## config.mk

```make
export PLATFORM = sky130hd
export DESIGN_NAME = spimsp_top
export DESIGN_NICKNAME = d
export VERILOG_FILES = /design/src/logic/spimsp_pkg.sv /design/src/logic/spimsp_top.sv
export SDC_FILE = /design/constraint.sdc
export NUM_CORES = 1
export LEC_CHECK = 0
export ABC_AREA = 1
export BUFFER_PORTS_ARGS = -buffer_cell sky130_fd_sc_hd__buf_2
export CORE_UTILIZATION = 35
export DETAILED_ROUTE_END_ITERATION = 12
export PLACE_DENSITY = 0.57
export SLEW_MARGIN = 20
export SYNTH_ARGS = -nofsm -noshare
export SYNTH_HDL_FRONTEND = slang
export SYNTH_SLANG_ARGS = --single-unit
```

## constraint.sdc

```tcl
create_clock -name core_clk -period 3 [get_ports core_clk]
set_clock_uncertainty 0.05 [all_clocks]
set_input_delay 0.45 -clock core_clk [delete_from_list [all_inputs] [get_ports core_clk]]
set_output_delay 0.45 -clock core_clk [all_outputs]
set_load 0.1 [all_outputs]
```

## src/logic/spimsp_pkg.sv

```systemverilog
package spimsp_pkg;
  localparam int unsigned ADDR_W = 32;
  localparam int unsigned DATA_W = 32;
  // register byte addresses
  localparam logic [31:0] ADDR_STATUS  = 32'hffff0a00;
  localparam logic [31:0] ADDR_RX      = 32'hffff0a04;
  localparam logic [31:0] ADDR_TX      = 32'hffff0a08;
  localparam logic [31:0] ADDR_DIV     = 32'hffff0a0c;
  localparam logic [31:0] ADDR_CTRL    = 32'hffff0a10;
  localparam logic [31:0] ADDR_PWRCLK  = 32'hffff0a14;
  localparam logic [31:0] ADDR_IRQ_ST  = 32'hffff0a18;
  localparam logic [31:0] ADDR_IRQ_MSK = 32'hffff0a1c;
  localparam logic [31:0] STATUS_RST   = 32'h00000000;
  // control field positions
  localparam int unsigned CTRL_EN      = 0;
  localparam int unsigned CTRL_MASTER  = 1;
  localparam int unsigned CTRL_CPOL    = 2;
  localparam int unsigned CTRL_CPHA    = 3;
  localparam int unsigned CTRL_W       = 4;
  // power/clock control: source select in bits 7..6
  localparam int unsigned SRC_SEL_HI   = 7;
  localparam int unsigned SRC_SEL_LO   = 6;
  // status field positions
  localparam int unsigned ST_BUSY      = 0;
  localparam int unsigned ST_RX_FULL   = 1;
  localparam int unsigned ST_TX_EMPTY  = 2;
  localparam int unsigned ST_OVERRUN   = 3;
  localparam int unsigned ST_SEL_LVL   = 4;
  // interrupt bits
  localparam int unsigned IRQ_DONE     = 0;
  localparam int unsigned IRQ_OVR      = 1;
  localparam int unsigned IRQ_W        = 2;
  localparam int unsigned BYTE_BITS    = 8;
  // rates
  localparam int unsigned CLK_MHZ      = 125;
  localparam int unsigned MAX_MBPS     = 20;
  localparam int unsigned SLV_MAX_MBPS = 10;
  localparam int unsigned DIV_RST      = 0;
  typedef enum logic [1:0] {spimsp_idle, spimsp_run, spimsp_last} spimsp_state_t;
endpackage

```

## src/logic/spimsp_top.sv

```systemverilog
// Function
// - full duplex byte exchange up to 20 Mbps
// - master or slave selected by control
// - miso input as master, output as slave
// - mosi output as master, input as slave
// - eight bit words, msb first
// - byte takes exactly eight clock periods
// - sclk output as master, input as slave
// - sclk = source / (2*(1+divisor))
// - source chosen by power/clock bits 7:6
// - master polarity and phase from control
// - slave uses control mode, up to 10 Mbps
// - launch one edge, sample the other
// - slave exchanges bytes while select low
// - master drives select low during transfer
// - pins: select p1.1, sclk p1.0, miso p0.6, mosi p0.7
// - read-only 32-bit status, reset zero
`timescale 1ns/1ps
`default_nettype none
module spimsp_top #(
  parameter int unsigned DIV_W = 8  // divisor width
) (
  input  wire logic                          core_clk,        // 125 MHz
  input  wire logic                          reset,           // sync, high
  input  wire logic                          clk_en,          // freeze when low
  input  wire logic [spimsp_pkg::ADDR_W-1:0] bus_addr,        // byte address
  input  wire logic [spimsp_pkg::DATA_W-1:0] bus_wdata,       // write data
  input  wire logic                          bus_wr,          // write strobe
  input  wire logic                          bus_rd,          // read strobe
  output logic      [spimsp_pkg::DATA_W-1:0] bus_rdata,       // data cycle after read
  output logic                               irq,             // level interrupt
  input  wire logic [3:0]                    src_clk_tick,    // source clock enables
  input  wire logic                          port1_bit1_select_pin_i,  // select in
  output logic                               port1_bit1_select_pin_o,  // select out
  output logic                               port1_bit1_select_pin_oe_n, // low drives
  input  wire logic                          port1_bit0_clock_pin_i,   // sclk in
  output logic                               port1_bit0_clock_pin_o,   // sclk out
  output logic                               port1_bit0_clock_pin_oe_n, // low drives
  input  wire logic                          port0_bit6_miso_pin_i,    // miso in
  output logic                               port0_bit6_miso_pin_o,    // miso out
  output logic                               port0_bit6_miso_pin_oe_n, // low drives
  input  wire logic                          port0_bit7_mosi_pin_i,    // mosi in
  output logic                               port0_bit7_mosi_pin_o,    // mosi out
  output logic                               port0_bit7_mosi_pin_oe_n  // low drives
);
  import spimsp_pkg::*;

  logic [CTRL_W-1:0] ctrl_r;
  logic [DIV_W-1:0]  div_r;
  logic [7:0]        pwrclk_r;
  logic [7:0]        tx_r;
  logic              tx_full_r;
  logic [7:0]        rx_r;
  logic              rx_full_r;
  logic              ovr_r;
  logic [IRQ_W-1:0]  irq_st_r;
  logic [IRQ_W-1:0]  irq_msk_r;
  logic [7:0]        sh_r;
  logic [2:0]        bit_cnt_r;
  logic              sck_r;
  logic              half_r;
  logic [DIV_W-1:0]  dcnt_r;
  logic              done_p;
  logic              sclk_q_r;
  logic              sel_q_r;
  spimsp_state_t     st_r;

  wire is_master = ctrl_r[CTRL_MASTER];
  wire cpol      = ctrl_r[CTRL_CPOL];
  wire cpha      = ctrl_r[CTRL_CPHA];
  wire enabled   = ctrl_r[CTRL_EN];
  wire src_tick  = src_clk_tick[pwrclk_r[SRC_SEL_HI:SRC_SEL_LO]];
  wire wr_tx     = bus_wr && bus_addr == ADDR_TX;
  wire rd_rx     = bus_rd && bus_addr == ADDR_RX;
  wire sclk_in   = port1_bit0_clock_pin_i;
  wire s_edge    = sclk_in != sclk_q_r;
  wire s_lead    = s_edge && (sclk_in != cpol);
  wire sel_low   = !port1_bit1_select_pin_i;
  wire load_go   = enabled && (is_master ? tx_full_r : (sel_low && sel_q_r));
  // master half-period tick: one toggle per (1+divisor) source ticks
  wire m_tick    = src_tick && dcnt_r == div_r;
  // sample edge: leading when cpha=0, trailing when cpha=1
  wire m_lead    = m_tick && !half_r;
  wire lead_e    = is_master ? m_lead : s_lead;
  wire trail_e   = is_master ? (m_tick && half_r) : (s_edge && !s_lead);
  wire samp_e    = cpha ? trail_e : lead_e;
  wire shift_e   = cpha ? lead_e : trail_e;
  wire din       = is_master ? port0_bit6_miso_pin_i : port0_bit7_mosi_pin_i;
  logic samp_bit_r;

  // register writes
  always_ff @(posedge core_clk) begin
    if (reset) begin
      ctrl_r    <= '0;
      div_r     <= DIV_W'(DIV_RST);
      pwrclk_r  <= 8'h00;
      irq_msk_r <= '0;
    end else if (clk_en && bus_wr) begin
      unique case (bus_addr)
        ADDR_CTRL:    ctrl_r    <= bus_wdata[CTRL_W-1:0];
        ADDR_DIV:     div_r     <= bus_wdata[DIV_W-1:0];
        ADDR_PWRCLK:  pwrclk_r  <= bus_wdata[7:0];
        ADDR_IRQ_MSK: irq_msk_r <= bus_wdata[IRQ_W-1:0];
        default: ;
      endcase
    end
  end

  // transmit holding byte
  always_ff @(posedge core_clk) begin
    if (reset) begin
      tx_r      <= 8'h00;
      tx_full_r <= 1'b0;
    end else if (clk_en) begin
      if (wr_tx) begin
        tx_r      <= bus_wdata[7:0];
        tx_full_r <= 1'b1;
      end else if (st_r == spimsp_idle && load_go) begin
        tx_full_r <= 1'b0;
      end else if (done_p && tx_full_r && !(is_master ? 1'b0 : sel_q_r)) begin
        tx_full_r <= 1'b0;
      end
    end
  end

  // slave pin samples; pins are synchronous to core_clk
  always_ff @(posedge core_clk) begin
    if (reset) begin
      sclk_q_r <= 1'b0;
      sel_q_r  <= 1'b1;
    end else if (clk_en) begin
      sclk_q_r <= port1_bit0_clock_pin_i;
      sel_q_r  <= port1_bit1_select_pin_i;
    end
  end

  // bit engine
  always_ff @(posedge core_clk) begin
    if (reset) begin
      st_r       <= spimsp_idle;
      sh_r       <= 8'h00;
      bit_cnt_r  <= 3'd0;
      sck_r      <= 1'b0;
      half_r     <= 1'b0;
      dcnt_r     <= '0;
      samp_bit_r <= 1'b0;
      done_p     <= 1'b0;
    end else if (clk_en) begin
      done_p <= 1'b0;
      unique case (st_r)
        spimsp_idle: begin
          sck_r  <= cpol;
          half_r <= 1'b0;
          dcnt_r <= '0;
          if (load_go) begin
            sh_r      <= tx_full_r ? tx_r : 8'hff;
            bit_cnt_r <= 3'd0;
            st_r      <= spimsp_run;
          end
        end
        spimsp_run: begin
          if (is_master && src_tick)
            dcnt_r <= m_tick ? '0 : dcnt_r + 1'b1;
          if (is_master && m_tick) begin
            sck_r  <= ~sck_r;
            half_r <= ~half_r;
          end
          if (!is_master && port1_bit1_select_pin_i)
            st_r <= spimsp_idle;
          else begin
            if (samp_e)
              samp_bit_r <= din;
            // cpha=1 launches on leading edges; the first bit is already out
            if (shift_e && cpha && bit_cnt_r != 3'd0)
              sh_r <= {sh_r[6:0], samp_bit_r};
            // shift after sampling; msb leaves first
            if (trail_e) begin
              if (!cpha || bit_cnt_r == 3'd7)
                sh_r <= {sh_r[6:0], cpha ? din : samp_bit_r};
              bit_cnt_r <= bit_cnt_r + 3'd1;
              if (bit_cnt_r == 3'd7) begin
                done_p <= 1'b1;
                st_r   <= spimsp_last;
              end
            end
          end
        end
        spimsp_last: begin
          // slave keeps going while selected, master if more data
          if (!is_master && !port1_bit1_select_pin_i) begin
            sh_r      <= tx_full_r ? tx_r : 8'hff;
            bit_cnt_r <= 3'd0;
            st_r      <= spimsp_run;
          end else if (is_master && tx_full_r) begin
            sh_r      <= tx_r;
            bit_cnt_r <= 3'd0;
            half_r    <= 1'b0;
            st_r      <= spimsp_run;
          end else
            st_r <= spimsp_idle;
        end
        default: st_r <= spimsp_idle;
      endcase
    end
  end

  // receive byte and overrun
  always_ff @(posedge core_clk) begin
    if (reset) begin
      rx_r      <= 8'h00;
      rx_full_r <= 1'b0;
      ovr_r     <= 1'b0;
    end else if (clk_en) begin
      if (done_p) begin
        rx_r      <= sh_r;
        rx_full_r <= 1'b1;
        if (rx_full_r && !rd_rx)
          ovr_r <= 1'b1;
      end else if (rd_rx) begin
        rx_full_r <= 1'b0;
        ovr_r     <= 1'b0;
      end
    end
  end

  // sticky interrupts, set wins over write-one-clear
  logic [IRQ_W-1:0] irq_set;
  logic [IRQ_W-1:0] irq_clr;
  always_comb begin
    irq_set           = '0;
    irq_set[IRQ_DONE] = done_p;
    irq_set[IRQ_OVR]  = done_p && rx_full_r && !rd_rx;
    irq_clr = (bus_wr && bus_addr == ADDR_IRQ_ST) ? bus_wdata[IRQ_W-1:0] : '0;
  end
  always_ff @(posedge core_clk) begin
    if (reset) begin
      irq_st_r <= '0;
      irq      <= 1'b0;
    end else if (clk_en) begin
      irq_st_r <= (irq_st_r & ~irq_clr) | irq_set;
      irq      <= |(((irq_st_r & ~irq_clr) | irq_set) & irq_msk_r);
    end
  end

  // status word, read only
  logic [31:0] status;
  always_comb begin
    status              = STATUS_RST;
    status[ST_BUSY]     = st_r != spimsp_idle;
    status[ST_RX_FULL]  = rx_full_r;
    // gated by enable so the word reads zero out of reset
    status[ST_TX_EMPTY] = enabled && !tx_full_r;
    status[ST_OVERRUN]  = ovr_r;
    status[ST_SEL_LVL]  = enabled && sel_low;
  end

  always_ff @(posedge core_clk) begin
    if (reset)
      bus_rdata <= '0;
    else if (clk_en) begin
      bus_rdata <= '0;
      if (bus_rd) begin
        unique case (bus_addr)
          ADDR_STATUS:  bus_rdata <= status;
          ADDR_RX:      bus_rdata <= {24'h000000, rx_r};
          ADDR_TX:      bus_rdata <= {24'h000000, tx_r};
          ADDR_DIV:     bus_rdata <= 32'(div_r);
          ADDR_CTRL:    bus_rdata <= 32'(ctrl_r);
          ADDR_PWRCLK:  bus_rdata <= {24'h000000, pwrclk_r};
          ADDR_IRQ_ST:  bus_rdata <= 32'(irq_st_r);
          ADDR_IRQ_MSK: bus_rdata <= 32'(irq_msk_r);
          default:      bus_rdata <= '0;
        endcase
      end
    end
  end

  // pins, all registered
  always_ff @(posedge core_clk) begin
    if (reset) begin
      port1_bit1_select_pin_o    <= 1'b1;
      port1_bit1_select_pin_oe_n <= 1'b1;
      port1_bit0_clock_pin_o     <= 1'b0;
      port1_bit0_clock_pin_oe_n  <= 1'b1;
      port0_bit6_miso_pin_o      <= 1'b0;
      port0_bit6_miso_pin_oe_n   <= 1'b1;
      port0_bit7_mosi_pin_o      <= 1'b0;
      port0_bit7_mosi_pin_oe_n   <= 1'b1;
    end else if (clk_en) begin
      port1_bit1_select_pin_o    <= !(is_master && st_r != spimsp_idle);
      port1_bit1_select_pin_oe_n <= !(enabled && is_master);
      port1_bit0_clock_pin_o     <= st_r == spimsp_run ? sck_r : cpol;
      port1_bit0_clock_pin_oe_n  <= !(enabled && is_master);
      // data pins hold outside run so the last sample edge sees no change
      if (st_r == spimsp_run) begin
        port0_bit7_mosi_pin_o    <= sh_r[7];
        port0_bit6_miso_pin_o    <= sh_r[7];
      end
      port0_bit7_mosi_pin_oe_n   <= !(enabled && is_master);
      port0_bit6_miso_pin_oe_n   <= !(enabled && !is_master && sel_low);
    end
  end
endmodule
`default_nettype wire

```

### Yosys cells after proc, flatten, opt, wreduce, memory -nomap -nowiden

Index checks and enable logic that the tools add are counted.

* input port bits: 77
* bits in read-only memories: 0
* latch bits: 0
* memories: 0
* register bits after elaboration: 108
* word-level logic and storage cells: 185
* RAM bits: 0

* div/mod/pow operators: 0
* multiplexer cells: 56
* add/sub/neg operators: 2
* order comparisons: 1
* equal/unequal tests: 25
* shift operators: 0
* bitwise logic cells: 7
* reductions and logical operators: 67
* $mul: 0

Operator list (count)
* 32-bit equality test (second input constant): 8
* 8-bit 2-to-1 mux: 11
* 8-bit case mux with 8 select lines: 1
* 1-bit logical AND: 30
* 1-bit 2-to-1 mux: 27
* 8-bit case mux with 3 select lines: 1
* 2-bit AND reduction: 9
* 8-bit case mux with 2 select lines: 1
* 3-bit 2-to-1 mux: 5
* 2-bit inequality test (second input constant): 7
* 1-bit logical NOT: 11
* 2-bit 2-to-1 mux: 5
* 5-bit AND reduction: 2
* 3-bit inequality test (second input constant): 3
* 3-bit case mux with 3 select lines: 1
* 3-bit AND reduction: 3
* 3-bit nonzero test: 3
* 8-bit by 1-bit adder with 8-bit output (second input constant): 1
* 8-bit equality test: 1
* 4-bit AND reduction: 2
* 2-bit case mux with 3 select lines: 1
* 6-bit AND reduction: 1
* 2-bit nonzero test: 3
* 2-bit bitwise AND: 2
* 16 further kinds: 19

### Depth between registers and ports, before layout

* depth after elaboration: 13
* depth in mapped cells: 15
* depth with buffers taken out: 15

### Worst setup path after synthesis

OpenSTA, ideal clock, no wires.

* path type: register to output
* start point: reg, netlist name port0_bit7_mosi_pin_oe_n
* end point: out port1_bit0_clock_pin_oe_n
* arrival: 1.387 ns
* buffers on the path: 1
* slack: 1.113 ns
* stages on the path, launching flop included: 2
* cells stage by stage: dfxtp_1 > buf_4

RTL lines
* to (decl): RTL line spimsp_top.sv:38 `output logic port1_bit0_clock_pin_oe_n,`

### Final worst setup path

* start point: reg st_r[1]
* end point: reg bit_cnt_r[0]

* longest elaborated chain between the ends: 3

RTL lines
* from (decl): RTL line spimsp_top.sv:66 `spimsp_state_t st_r;`
* from (signal assigned): RTL line spimsp_top.sv:140 `st_r <= spimsp_idle;`
* from (signal assigned): RTL line spimsp_top.sv:158 `st_r <= spimsp_run;`
* from (signal assigned): RTL line spimsp_top.sv:169 `st_r <= spimsp_idle;`
* 2-bit equality test (tied with other cells): RTL line spimsp_top.sv:150 `unique case (st_r)`
* 3-bit inequality test (no source line) (tied with other cells)
* 6-bit AND reduction (no source line)
* to (signal assigned): RTL line spimsp_top.sv:180 `bit_cnt_r <= bit_cnt_r + 3'd1;`
* to (decl): RTL line spimsp_top.sv:59 `logic [2:0] bit_cnt_r;`

Parallel ways exist; a longest one is shown, timed or not.
A chain may end at the register's enable or synchronous reset.

==> impl_metrics.yaml <==
status:
  outcome: "finished, final reports clean"
cts:
  clock-root-buffer: "clkbuf_16"
  insertion_delay_ns: 0.35
  cts_resized: 0
  cts-buffers-inserted: 9
  cts_setup_buffers: 0
  path_clk_slew_ns: 0.06
  htreeDepth: 3
  cts_buffer_depth: 2
  cts_hold_buf: 0
  tritoncts: "built"
  cts.sinks: 84
floorplanning:
  die_area_mm2: 0.0148
  rows: 43
  io_pins: 118
  die_y_um: 122
  die_x_um: 122
  initial_utilization_pct: 36.0
  fp.coreArea_mm2: 0.0139
placed_design:
  place_area_mm2: 0.00537
  io_buffers: 69
  place_ws_ns: 0.491
  hpwl_mm: 10.4
  place.gp.congestion: 0.850
  dp_cells: 962
timing:
  period_minus_slack_ns: 2.55
  tightest_slew_ns: 0.849
  hold_violations: 0
  period_share_pct: 85.0
  worst_hold_slack_ns: 0.356
  max_slew_margin_pct: 43.3
  fin_ws_ns: 0.449
  max_freq_mhz: 392
  setup_viol: 0
  rsz0062_at_grt: "no"
  slew_viol_final: 0
  fin_setup_tns_ns: 0
power:
  vdd_ir_drop_max_mv: 0.273
  powerDensity_mw_per_mm2: 505
  p_sw_uw: 857
  swShare_pct: 29.8
  p_seq_share_pct: 40.0
  leakage_nw: 2.46
  p_int_mw: 2.02
  fin_total_pwr_mw: 2.88
  p_clk_share_pct: 42.6
  p_comb_share_pct: 17.4
critical_path:
  cpPeakStageDelay_ns: 0.74
  slowest_stage: "nor3b_4"
  crit_path_frequent_cell: "inv_1"
  crit_fanout: 17
  cp-end-kind: "flip-flop"
  cp-start-kind: "flip-flop"
  cp.required_ns: 3.16
  crit_chain: "inv_1 > ha_1 > inv_1 > o21ai_0 > nor3b_4 > nand2_2 > a21oi_1 > a211oi_1"
  arrival_ns: 2.71
  path_class: "reg -> reg"
  r2r_setup_slack_ns: 0.45
  critical_path.top_delay_family: "simple AND/OR/NAND/NOR gates"
  critPathBufInv: 2
yosys:
  yosysMostFrequentCell: "nand2_1"
  yosysTopAreaCellShare_pct: 33.5
  synth.distinct_cells: 40
  syn_area_mm2: 0.00502
  synth_flop_cell: "dfxtp_1"
  synthCells: 740
  ys_seq_elements: 84
  syn_avg_cell_area_um2: 6.79
  synth_edf_count: 0
  synth.largest_area_cell: "dfxtp_1"
  yosysWarnings: 0
  synth.area.top_cells: "dfxtp_1 (33%), nand2_1 (13%), nand3_1 (9.0%)"
  ys_seq_area_share_pct: 33.5
  synthTopCellsByCount: "nand2_1 (173), nand3_1 (90), dfxtp_1 (84)"
  ys_async_sr_fraction_pct: 0
grt:
  grt_remaining_overflow: 0
  use_met2_pct: 30.8
  busiest_layer: "met2"
  grt_util_met1_pct: 28.3
  grt_use_met3_pct: 3.89
  grt_pass1_vias: 4240
  antenna_found_initial: 0
  grt_pass1_wl_mm: 22.6
  grt_max_degree: 53
  grt_use_total_pct: 20.1
job:
  drv_cap: 0
route:
  drt-total-wl_mm: 14.0
  drt.antenna.violating_nets: 0
  drt-vias-per-instance: 4.93
  dr_total_vias: 4819
  drc: 0
  wl_per_cell_um: 14.4
  drtPass1Iterations: 5
  drt_iter0_drc: 353
final_layout:
  stdcell_area_mm2: 0.00570
  drive_gt1_share_pct: 16.4
  layout.cells.non_filler: 977
  post-route-util_pct: 40.9
  nets: 878
  syn_to_final_growth_pct: 13.5
  diodes: 0
hold_path:
  hold_path_class: "in -> reg"
[sequential cells by signal (all words and copies together), names as in the netlist, 2 cells and up]
register,cells
irq_msk_r,2
div_r,8
bus_rdata,8
ctrl_r,4
bit_cnt_r,3
sh_r,8
st_r,2
irq_st_r,2
dcnt_r,8
pwrclk_r,8
rx_r,8
tx_r,8
[layer usage]
metal  part of all wire [%]  up-vias
li1                       -     2495
met1                     50     2164
met2                     44      141
met3                    4.5       19
met4                    1.4        0
met5                      0        -
[cell usage in the layout, fill, tap and decap left out, types with 23 or more instances in the layout]
cell type / netlist / layout
nand2_1: 173 / 173
dfxtp_1: 84 / 84
buf_2: 1 / 69
conb_1: 1 / 24
o21ai_0: 23 / 23
a21oi_1: 53 / 53
a211oi_1: 27 / 27
nand3_1: 90 / 90
nor2_1: 71 / 71
inv_1: 76 / 76
[kinds of logic after synthesis]
logic type,share of synthesized area [%]
AND/OR/NAND/NOR,34.6
buffers and inverters,13.1
AO/OA/AOI/OAI,15.5
flip-flops,33.5
adder cells (fa/ha/maj),1.99
XOR/XNOR,1.05
other,0.0747
multiplexers,0.199
[final cells by class]
type / count / area [um^2]
clock buffers: 11 / 253
flip-flops and latches: 84 / 1680
multi-input cells: 543 / 2770
well taps: 180 / 225
inverters: 78 / 293
repair buffers: 77 / 405
clock inverters: 4 / 72.6
fillers: 1531 / 8240
[worst paths after layout]
path	from	to	cells after the start
worst min-delay path	bus_wdata[4]	pwrclk_r[4]	3
worst min register to register	pwrclk_r[5]	pwrclk_r[5]	2
worst max-delay path	st_r[1]	bit_cnt_r[0]	8
worst max register to register	st_r[1]	bit_cnt_r[0]	8
[power groups by stage]
stage / clock, mW / sequential, mW / combinational [mW]
global route: 1.29 / 1.15 / 0.551
detailed placement: 0 / 1.18 / 0.498
CTS: 1.25 / 1.15 / 0.500
global placement: 0 / 1.18 / 0.498
finish: 1.23 / 1.15 / 0.502
floorplan: 0 / 1.19 / 0.393
[worst reg2reg max path, delay by kind of cell (launching register included)]
| family | cells | cell delay [ns] |
|---|---|---|
| buffers and inverters | 2 | 0.30 |
| DFF | 1 | 0.36 |
| and+or+nand+nor | 2 | 0.94 |
| adders and majority gates | 1 | 0.35 |
| AOI/OAI and AO/OA | 3 | 0.41 |
Power figures use the tool's default switching activity.
